==> src/inc/cbbx_pkg.sv <==
package cbbx_pkg;
    localparam logic [7:0] OPC_CMP_EQ = 8'hC2;
    localparam logic [7:0] OPC_CMP_NE = 8'hD2;
    localparam logic [7:0] OPC_BCD_R = 8'h40;
    localparam logic [7:0] OPC_BCD_IR = 8'h41;
    localparam logic [7:0] OPC_DEC_R = 8'h00;
    localparam logic [7:0] OPC_DEC_IR = 8'h01;
    localparam int CYC_BR_TAKEN = 18;
    localparam int CYC_BR_NOT = 16;
    localparam int CYC_SHORT = 4;
    localparam logic [7:0] CORR_00 = 8'h00;
    localparam logic [7:0] CORR_06 = 8'h06;
    localparam logic [7:0] CORR_60 = 8'h60;
    localparam logic [7:0] CORR_66 = 8'h66;
    localparam logic [7:0] CORR_FA = 8'hFA;
    localparam logic [7:0] CORR_A0 = 8'hA0;
    localparam logic [7:0] CORR_9A = 8'h9A;
    localparam logic [3:0] NIB_2 = 4'h2;
    localparam logic [3:0] NIB_3 = 4'h3;
    localparam logic [3:0] NIB_5 = 4'h5;
    localparam logic [3:0] NIB_6 = 4'h6;
    localparam logic [3:0] NIB_8 = 4'h8;
    localparam logic [3:0] NIB_9 = 4'h9;
    localparam int BIT_C = 7;
    localparam int BIT_Z = 6;
    localparam int BIT_S = 5;
    localparam int BIT_V = 4;
    localparam int BIT_D = 3;
    localparam int BIT_H = 2;

    typedef struct packed {
        logic [7:0] opcode;
        logic [7:0] dst_val;
        logic [7:0] src_val;
        logic [7:0] src_ptr;
        logic [7:0] offset;
        logic [15:0] pc;
        logic [7:0] flags;
    } cbbx_req_t;

    typedef struct packed {
        logic [15:0] pc;
        logic [7:0] result;
        logic result_we;
        logic [7:0] src_ptr;
        logic ptr_we;
        logic [7:0] flags;
        logic taken;
    } cbbx_res_t;
endpackage
==> src/core/cbbx_exec.sv <==
`timescale 1ns/1ps
`default_nettype none
// Summary of operation
// - equal-compare opcode branches by offset when dst minus src is zero; flags kept
// - unequal-compare opcode branches by offset when difference nonzero; flags kept
// - both compares bump the source pointer register by one, taken or not
// - compares are three bytes; 18 cycles taken, 16 cycles not taken
// - branch offset is signed, reach plus 127 to minus 128 bytes
// - bcd correction turns the byte into two packed bcd digits
// - after add, table picks 00/06/60/66; carry set for 60 and 66
// - after subtract, add 00/FA/A0/9A; carry set only for A0 and 9A
// - bcd correction carry follows the table, cleared otherwise
// - bcd sets zero and sign, keeps decimal and half-carry; 4 cycles
// - decrement writes dst minus one; two bytes, 4 cycles
// - decrement updates zero, sign, overflow; keeps carry, decimal, half-carry
module cbbx_exec #(
    parameter int CNT_W = 5
) (
    input wire logic clk,
    input wire logic nrst,
    input wire logic start,
    input wire cbbx_pkg::cbbx_req_t req,
    output logic busy,
    output logic done,
    output logic illegal,
    output cbbx_pkg::cbbx_res_t res
);
    import cbbx_pkg::*;

    // counter loads are one less than the cycle figure: the FIN edge counts as one
    localparam logic [CNT_W-1:0] CNT_TAKEN = CNT_W'(CYC_BR_TAKEN - 1);
    localparam logic [CNT_W-1:0] CNT_NOT = CNT_W'(CYC_BR_NOT - 1);
    localparam logic [CNT_W-1:0] CNT_SHORT = CNT_W'(CYC_SHORT - 1);
    localparam logic [CNT_W-1:0] CNT_LAST = CNT_W'(1);
    localparam logic [7:0] BYTE_ONE = 8'h01;
    localparam logic [7:0] BYTE_MIN_NEG = 8'h80;

    // a narrower counter would wrap before the longest branch completes
    if ((2 ** CNT_W) <= CYC_BR_TAKEN) begin : g_cnt_width
        $error("cbbx_exec: CNT_W cannot hold the longest cycle count");
    end
    // the countdown needs at least two cycles to pass through the run state
    if (CYC_SHORT < 2 || CYC_BR_NOT < 2) begin : g_cnt_floor
        $error("cbbx_exec: cycle counts below two are not supported");
    end

    typedef enum logic [1:0] {IDLE, RUN, FIN} cbbx_state_t;

    cbbx_state_t state_reg, state_next;
    logic [CNT_W-1:0] cnt_reg, cnt_next;
    cbbx_res_t res_reg, res_next;
    logic busy_reg, busy_next;
    logic done_reg, done_next;
    logic ill_reg, ill_next;

    logic [7:0] diff;
    logic is_cmp, is_bcd, is_dec, hit;
    logic [7:0] corr, bcd_val, dec_val;
    logic bcd_c;
    logic [3:0] hi, lo;
    logic c_in, h_in, d_in;
    logic [7:0] fl;
    logic [15:0] offset_ext;
    logic legal;

    // operand decode and the bcd table are pure functions of the request
    always_comb begin
        diff = req.dst_val - req.src_val;
        is_cmp = (req.opcode == OPC_CMP_EQ) || (req.opcode == OPC_CMP_NE);
        is_bcd = (req.opcode == OPC_BCD_R) || (req.opcode == OPC_BCD_IR);
        is_dec = (req.opcode == OPC_DEC_R) || (req.opcode == OPC_DEC_IR);
        legal = is_cmp || is_bcd || is_dec;
        hit = (req.opcode == OPC_CMP_EQ) ? (diff == CORR_00) : (diff != CORR_00);
        hi = req.dst_val[7:4];
        lo = req.dst_val[3:0];
        c_in = req.flags[BIT_C];
        h_in = req.flags[BIT_H];
        d_in = req.flags[BIT_D];
        corr = CORR_00;
        bcd_c = 1'b0;
        if (!d_in) begin
            // addition side; cases outside the table are undefined, so ranges are merged
            if (c_in) begin
                corr = (h_in || lo > NIB_9) ? CORR_66 : CORR_60;
                bcd_c = 1'b1;
            end else if (hi > NIB_9 || (hi > NIB_8 && lo > NIB_9)) begin
                corr = (h_in || lo > NIB_9) ? CORR_66 : CORR_60;
                bcd_c = 1'b1;
            end else if (h_in || lo > NIB_9) begin
                corr = CORR_06;
            end
        end else begin
            if (c_in) begin
                corr = h_in ? CORR_9A : CORR_A0;
                bcd_c = 1'b1;
            end else if (h_in) begin
                corr = CORR_FA;
            end
        end
        bcd_val = req.dst_val + corr;
        dec_val = req.dst_val - BYTE_ONE;
        // the offset byte is signed, so the reach is +127 to -128 around the next pc
        offset_ext = {{8{req.offset[7]}}, req.offset};
    end

    // control: sequencing, cycle count and handshake pulses
    always_comb begin
        state_next = state_reg;
        cnt_next = cnt_reg;
        busy_next = busy_reg;
        done_next = 1'b0;
        ill_next = 1'b0;
        case (state_reg)
            IDLE: begin
                // only legal opcodes leave idle; start is looked at elsewhere only by the result block, in idle
                if (start) begin
                    if (is_cmp) begin
                        cnt_next = hit ? CNT_TAKEN : CNT_NOT;
                        state_next = RUN;
                        busy_next = 1'b1;
                    end else if (is_bcd) begin
                        cnt_next = CNT_SHORT;
                        state_next = RUN;
                        busy_next = 1'b1;
                    end else if (is_dec) begin
                        cnt_next = CNT_SHORT;
                        state_next = RUN;
                        busy_next = 1'b1;
                    end else begin
                        // unknown opcodes only flag themselves; nothing is written back
                        ill_next = 1'b1;
                    end
                end
            end
            RUN: begin
                // result is held; the core samples it when done pulses
                if (cnt_reg == CNT_LAST) begin
                    state_next = FIN;
                end
                cnt_next = cnt_reg - CNT_LAST;
            end
            FIN: begin
                // busy falls with done, so the next start may come at the following edge
                done_next = 1'b1;
                busy_next = 1'b0;
                state_next = IDLE;
            end
            default: begin
                state_next = IDLE;
                busy_next = 1'b0;
            end
        endcase
    end

    // result: computed once at acceptance, then held until the next accepted start
    always_comb begin
        res_next = res_reg;
        fl = req.flags;
        if (state_reg == IDLE && start && legal) begin
            res_next.flags = req.flags;
            res_next.result_we = 1'b0;
            res_next.ptr_we = 1'b0;
            res_next.taken = 1'b0;
            res_next.src_ptr = req.src_ptr;
            res_next.result = req.dst_val;
            res_next.pc = req.pc;
            if (is_cmp) begin
                // the pointer bump travels with the result, so it lands before done
                res_next.src_ptr = req.src_ptr + BYTE_ONE;
                res_next.ptr_we = 1'b1;
                res_next.taken = hit;
                res_next.pc = hit ? req.pc + offset_ext : req.pc;
            end else if (is_bcd) begin
                // overflow passes through: its value after the adjust is undefined
                fl[BIT_C] = bcd_c;
                fl[BIT_Z] = (bcd_val == CORR_00);
                fl[BIT_S] = bcd_val[7];
                res_next.flags = fl;
                res_next.result = bcd_val;
                res_next.result_we = 1'b1;
            end else begin
                // carry, decimal and half-carry pass through from the request
                fl[BIT_Z] = (dec_val == CORR_00);
                fl[BIT_S] = dec_val[7];
                fl[BIT_V] = (req.dst_val == BYTE_MIN_NEG);
                res_next.flags = fl;
                res_next.result = dec_val;
                res_next.result_we = 1'b1;
            end
        end
    end

    always_ff @(posedge clk or negedge nrst) begin
        if (!nrst) begin
            state_reg <= IDLE;
            cnt_reg <= '0;
            busy_reg <= 1'b0;
            done_reg <= 1'b0;
            ill_reg <= 1'b0;
        end else begin
            state_reg <= state_next;
            cnt_reg <= cnt_next;
            busy_reg <= busy_next;
            done_reg <= done_next;
            ill_reg <= ill_next;
        end
    end

    // the result flops have no enable of their own: the next-value side holds them
    always_ff @(posedge clk or negedge nrst) begin
        if (!nrst) begin
            res_reg <= '0;
        end else begin
            res_reg <= res_next;
        end
    end

    assign busy = busy_reg;
    assign done = done_reg;
    assign illegal = ill_reg;
    assign res = res_reg;
endmodule
`default_nettype wire

==> config.mk <==
export PLATFORM = sky130hd
export DESIGN_NAME = cbbx_exec
export DESIGN_NICKNAME = d
export VERILOG_FILES = /design/src/inc/cbbx_pkg.sv /design/src/core/cbbx_exec.sv
export SDC_FILE = /design/constraint.sdc
export NUM_CORES = 1
export LEC_CHECK = 0
export BUFFER_PORTS_ARGS = -buffer_cell sky130_fd_sc_hd__buf_2
export CAP_MARGIN = 10
export CORE_ASPECT_RATIO = 0.7
export CORE_MARGIN = 2
export CORE_UTILIZATION = 53
export CTS_CLUSTER_SIZE = 16
export DETAILED_ROUTE_END_ITERATION = 8
export PLACE_DENSITY = 0.83
export SETUP_SLACK_MARGIN = 0.02
export SYNTH_ARGS = -nofsm -noshare
export SYNTH_HDL_FRONTEND = slang
export SYNTH_SLANG_ARGS = --single-unit
==> constraint.sdc <==
create_clock -name clk -period 1.8 [get_ports clk]
set_input_delay 0.45 -clock clk [delete_from_list [all_inputs] [get_ports clk]]
set_output_delay 0.45 -clock clk [all_outputs]
set_load 0.1 [all_outputs]
# After elaboration in Yosys (flattened, before gate mapping)
# Index checks and enable logic that the tools add are counted.
[op_classes]
addsub = 6
n_mul = 0
div_mod_pow = 0
order_cmp = 3
eq_ne = 12
shift = 0
mux = 44
bitwise_logic = 1
n_reduce_logical = 20
[ops]
columns = ["op", "count"]
rows = [
  ["$mux 8", 6],
  ["$logic_not 8->1", 4],
  ["$mux 16", 2],
  ["$mux 9", 3],
  ["$mux 5", 5],
  ["$eq 8x8->1 const B", 3],
  ["$add 16x16->16", 1],
  ["$eq 8x7->1 const B", 2],
  ["$mux 1", 16],
  ["$gt 4x4->1 const B", 3],
  ["$mux 2", 5],
  ["$pmux 5 s2", 1],
  ["$reduce_and 3->1", 3],
  ["$add 8x1->8 const B", 1],
  ["$add 8x8->8", 1],
  ["$eq 8x1->1 const B", 1],
  ["$reduce_bool 8->1", 1],
  ["$sub 8x1->8 const B", 1],
  ["$sub 8x8->8", 1],
  ["$logic_or 1x1->1", 7],
  ["$mux 7", 1],
  ["$mux 3", 2],
  ["$mux 6", 1],
  ["$eq 5x1->1 const B", 1],
  ["11 further kinds", 14],
]
[totals]
ff_bits = 53
latch_bits = 0
ramBits = 0
romBits = 0
in_bits = 67
out_inout_bits = 46
memories = 0

# Depth between registers and ports, before layout
[depth]
ltp_word = 10
ltp_mapped = 19
ltp_nobuf = 19

# Worst setup path before layout
# OpenSTA, ideal clock, no wires.
[synth_path]
kind = "input-to-reg"
start = "in req[48] (netlist name)"
end = "reg res_reg (netlist bit res[7])"
setup_time_ns = 0.078
arrival_time_ns = 2.944
t_required_ns = 1.722
setup_slack_ns = -1.222
stages = 16
path_buffers = 0
path_cell_list = "inv_1 -> ha_1 -> nor2_1 -> o21a_1 -> nor2_1 -> nor2_1 -> inv_1 -> o21ai_0 -> ha_1 -> inv_1 -> fa_1 -> xnor2_1 -> or4b_2 -> nor4_1 -> nand3b_1 -> a21oi_1"
[synth_between]
elab_chain_len = 10
[synth_rtl]
columns = ["item", "line", "text"]
rows = [
  ["start, declared", "cbbx_exec.sv:22", "input wire cbbx_pkg::cbbx_req_t req,"],
  ["$gt 4x4->1", "n/a", ""],
  ["$logic_or 1x1->1 or $logic_and 1x1->1 (tied branches)", "n/a", ""],
  ["$mux 3 or $logic_or 1x1->1 (tied branches)", "n/a", ""],
  ["$mux 7", "cbbx_exec.sv:86", "end else if (hi > NIB_9 || (hi > NIB_8 && lo > NIB_9)) begin"],
  ["$mux 8", "cbbx_exec.sv:83", "if (c_in) begin"],
  ["$mux 8", "cbbx_exec.sv:81", "if (!d_in) begin"],
  ["$add 8x8->8", "cbbx_exec.sv:100", "bcd_val = req.dst_val + corr;"],
  ["$logic_not 8->1", "cbbx_exec.sv:176", "fl[BIT_Z] = (bcd_val == CORR_00);"],
  ["$mux 8 *", "cbbx_exec.sv:173", "end else if (is_bcd) begin"],
  ["$mux 8 *", "cbbx_exec.sv:167", "if (is_cmp) begin"],
  ["end signal, assigned", "cbbx_exec.sv:214", "res_reg <= res_next;"],
  ["end, declared", "cbbx_exec.sv:51", "cbbx_res_t res_reg, res_next;"],
]
# Mark *: on every way between the ends. The rest lies on a longest branch, timed or not.
# A chain may end at the register's enable or synchronous reset.

# Worst setup path in the final report
[layout_path]
start = "in req[49] (netlist name)"
end = "reg res_reg (netlist bit res[7])"
# Same word-level chain as after synthesis.

==> impl_results.md <==
- Synth cell types: 60
- DR WL/cell: roughly 28 um
- Max reg flops: 43
- Via Count: approximately 5900
- Fin crit period: roughly 3.1 ns
- Met2 wire length: 9728 um
- Synth Warn #: 0
- Critical Path AT: 3.37 ns
- Net count, final: 831
- DR pass1 iterations: 9
- Total track usage: 39.05%
- PwrDens: between 1000 and 1500 mW/mm2
- Status: complete, but fails checks
- Post-route worst setup slack: -1.302 ns
- Initial core utilization: 54.82%
- Area Growth Syn to Fin: 71.94%
- Crit Path Class: in2reg
- Layout cell share with drive strength beyond 1: 53.98%
- Max layer used: met4
- Main synth FF type: dfrtp_1
- Routed Wire Length: about 23000 um
- Worst-path clk slew: 0.11 ns
- Clock skew: 0.01226 ns
- Crit path buffers/inverters: 4
- First-pass GRT wire length: 25220 um
- Max FO, Critical Path: 3
- Hpwl dp: 10380 um
- Vias in the first global route: 5064
- Setup tns final: -24.74 ns
- Crit-path cells: buf_12, inv_12, ha_4, nor2_4, o21a_1, nor2_2, nor2_2, inv_1, o21ai_1, ha_2, inv_2, fa_2, xnor2_2, or4b_4, nor4_4, nand3b_1, a21oi_2
- Ys async rst share: 100.0%
- Pleak: 3.363 nW
- Sw Ratio: 58.81%
- Port bufs: 112
- DRT antenna net count: 0
- CP max stage delay: 0.55 ns
- DIE AREA: 0.008259 mm2
- Max frequency: 322.4 MHz
- EDFF count, synth: 0
- Syn Inst Count: 467
- Endpoints failing hold: 0
- Clock sink count: 53
- Cell area after synthesis: 0.003995 mm2
- P_int: 2.936 mW
- Reg power frac: between 20% and 30%
- Largest net degree at the start of global routing: 54
- Post-synthesis sequential area ratio: 33.20%
- R2R depth: 5
- Core Box Area: 0.007287 mm2
- Die Y: 76.64 um
- Via density: 7.075
- Clk buf depth: 2
- TritonCTS Buffers: 5
- Max Slew Vio Count: 0
- # setup viols final: slightly below 50
- CTS Root Cell: clkbuf_8
- Comb pwr share: between 60 and 70%
- H-tree levels: 2
- Register bit total from synthesis: 53
- CP most frequent cell: nor2_2
- CP Capture Type: flip-flop
- DRC Markers: 0
- Tcrit/Tclk final: 172.3%
- Total power draw: 7.129 mW
- Width of the chip: ~110 um
- Syn nets: 571
- Actual slew at the worst max-slew pin: 0.5763 ns
- Worst Hold Class: in2async
- NetSw: 4.192 mW
- Worst skew pair latency: between 0.3 and 0.4 ns
- Number of max-cap violations: 0
- Failing checks: setup timing
- GPL Wtd Cong: around 0.94
- Mean post-synth cell area: between 8 and 9 um2
- Placed cell area: 0.005742 mm2
- Routed met3 length: 2928 um
- Family with the most delay on the worst path: simple AND/OR/NAND/NOR gates
- Grt total ovfl: 0
- VDD IR max: 0.0008972 V
- Met1 Wirelength: 7548 um
- Cell area after layout: 0.006869 mm2
- Reg-to-Reg End: cnt_reg[4]
- Critical R2R Launch: cnt_reg[1]
- Initial antenna violation count: 1
- Slowest cell on crit path: or4b_4
- Num rows: 26
- Hold buffer count at CTS: 0
- Reg2reg setup slack: -0.06 ns
- TritonCTS clock tree: built
- # IOs: 113
- DR iter-0 viols: 767
- Crit path depth: 17
- RSZ-0062 raised after global routing: true
- Max-slew headroom at the worst pin: between 60 and 70%
- Worst Path Required: 2.07 ns
- Clock power share: 10.9%
- CP Launch Type: primary input
## synth_stat cells, types with 6 or more instances
cell type  instances  share of area (%)
nor2b_1            6               0.94
nor2_1            49                4.6
xor2_1            17                3.7
a21oi_1           29                3.6
nand2_1           53                5.0
nand3_1            9                1.1
ha_1              35                 11
mux2i_1           11                2.8
nor3_1            10                1.3
o21a_1             6                1.1
a21o_1             8                1.5
xnor2_1           19                4.2
inv_1             25                2.3
clkbuf_1           9               0.85
a22oi_1            7                1.3
dfrtp_1           53                 33
o21ai_0           40                5.0
## placed cells by master, fill, tap and decap left out, types with 8 or more instances in the layout
| master | instances |
|---|---|
| buf_12 | 12 |
| nor2_1 | 34 |
| inv_1 | 18 |
| o21ai_0 | 9 |
| nor3_1 | 8 |
| mux2i_1 | 8 |
| o21ai_1 | 26 |
| xor2_1 | 14 |
| nor2_2 | 8 |
| xnor2_1 | 12 |
| a21oi_2 | 11 |
| ha_1 | 25 |
| o21ai_2 | 8 |
| buf_6 | 24 |
| dfrtp_1 | 53 |
| a21o_1 | 8 |
| nand2_2 | 10 |
| buf_4 | 122 |
| ha_4 | 8 |
| nand2_1 | 38 |
| buf_2 | 105 |
| a21oi_1 | 17 |
## kinds of logic (layout without fill, tap and decap cells)
logic type                 after synthesis  count (layout)  share of synthesized area [%]
muxes                                   12              12                          3.038
DFF                                     53              53                          33.20
and+or+nand+nor                        164             164                          19.82
other                                    0               1                              0
adders and majority gates               37              37                          11.96
buffers and inverters                   38             299                          4.196
AOI/OAI and AO/OA                      127             127                          19.89
xor gates and xnor gates                36              36                          7.892
## stage by stage
| stage | std cells | utilization, % | setup WS [ns] | hold slack (ns) |
|---|---|---|---|---|
| 6_report | 827 | 94.27 | -1.302 | 0.09201 |
| 5_1_grt | 827 | 94.27 | -1.315 | 0.09510 |
| 4_1_cts | 809 | 87.53 | -0.9260 | 0.1240 |
| 3_5_place_dp | 781 | 78.79 | -1.512 | 0.4611 |
| 3_3_place_gp | 781 | 78.79 | -1.341 | 0.4535 |
| 2_1_floorplan | 467 | - | -1.094 | 0.1544 |
## worst max path at each step
| stage | from | to | slack (ns) |
|---|---|---|---|
| finish | req[49] | res[7] | -1.30 |
| detailed placement | req[49] | res[26] | -1.51 |
| global placement | req[48] | res[6] | -1.34 |
| global route | req[49] | res[7] | -1.31 |
| CTS | req[49] | res[26] | -0.93 |
| floorplan | req[49] | res[26] | -1.09 |
## area by class of cell
cell class | instances | area [um2]
sequential | 53 | 1326
antenna | 1 | 2.502
inverter | 25 | 126.4
tap | 98 | 122.6
clock inverter | 3 | 17.52
fill | 222 | 417.9
clock buffer | 5 | 68.82
multi-input combinational | 376 | 3186
timing repair buffer | 266 | 2019
## power groups by stage
stage                     sequential, mW  combinational, mW  clock, mW
final                               1.85               4.51      0.776
after global routing                1.84               4.59      0.809
after CTS                           1.75               3.96      0.725
after detailed placement            1.76               3.80          0
after global placement              1.74               3.68          0
after floorplan                     3.67              0.904          0
## timing repair
| item | in CTS | in global routing |
|---|---|---|
| setup endpoints to repair | 43 | 49 |
| resized for setup | 78 | 93 |
| pin swaps | 41 | 54 |
| gates cloned | 3 | 1 |
| buffers inserted | 17 | 20 |
## routing by layer
layer | GRT usage (%) | up-vias
met5 | 0 | -
met4 | 20.77 | 0
met3 | 10.44 | 309
met2 | 64.72 | 678
met1 | 46.05 | 2687
li1 | - | 2177
(Power assumes the default switching activity.)
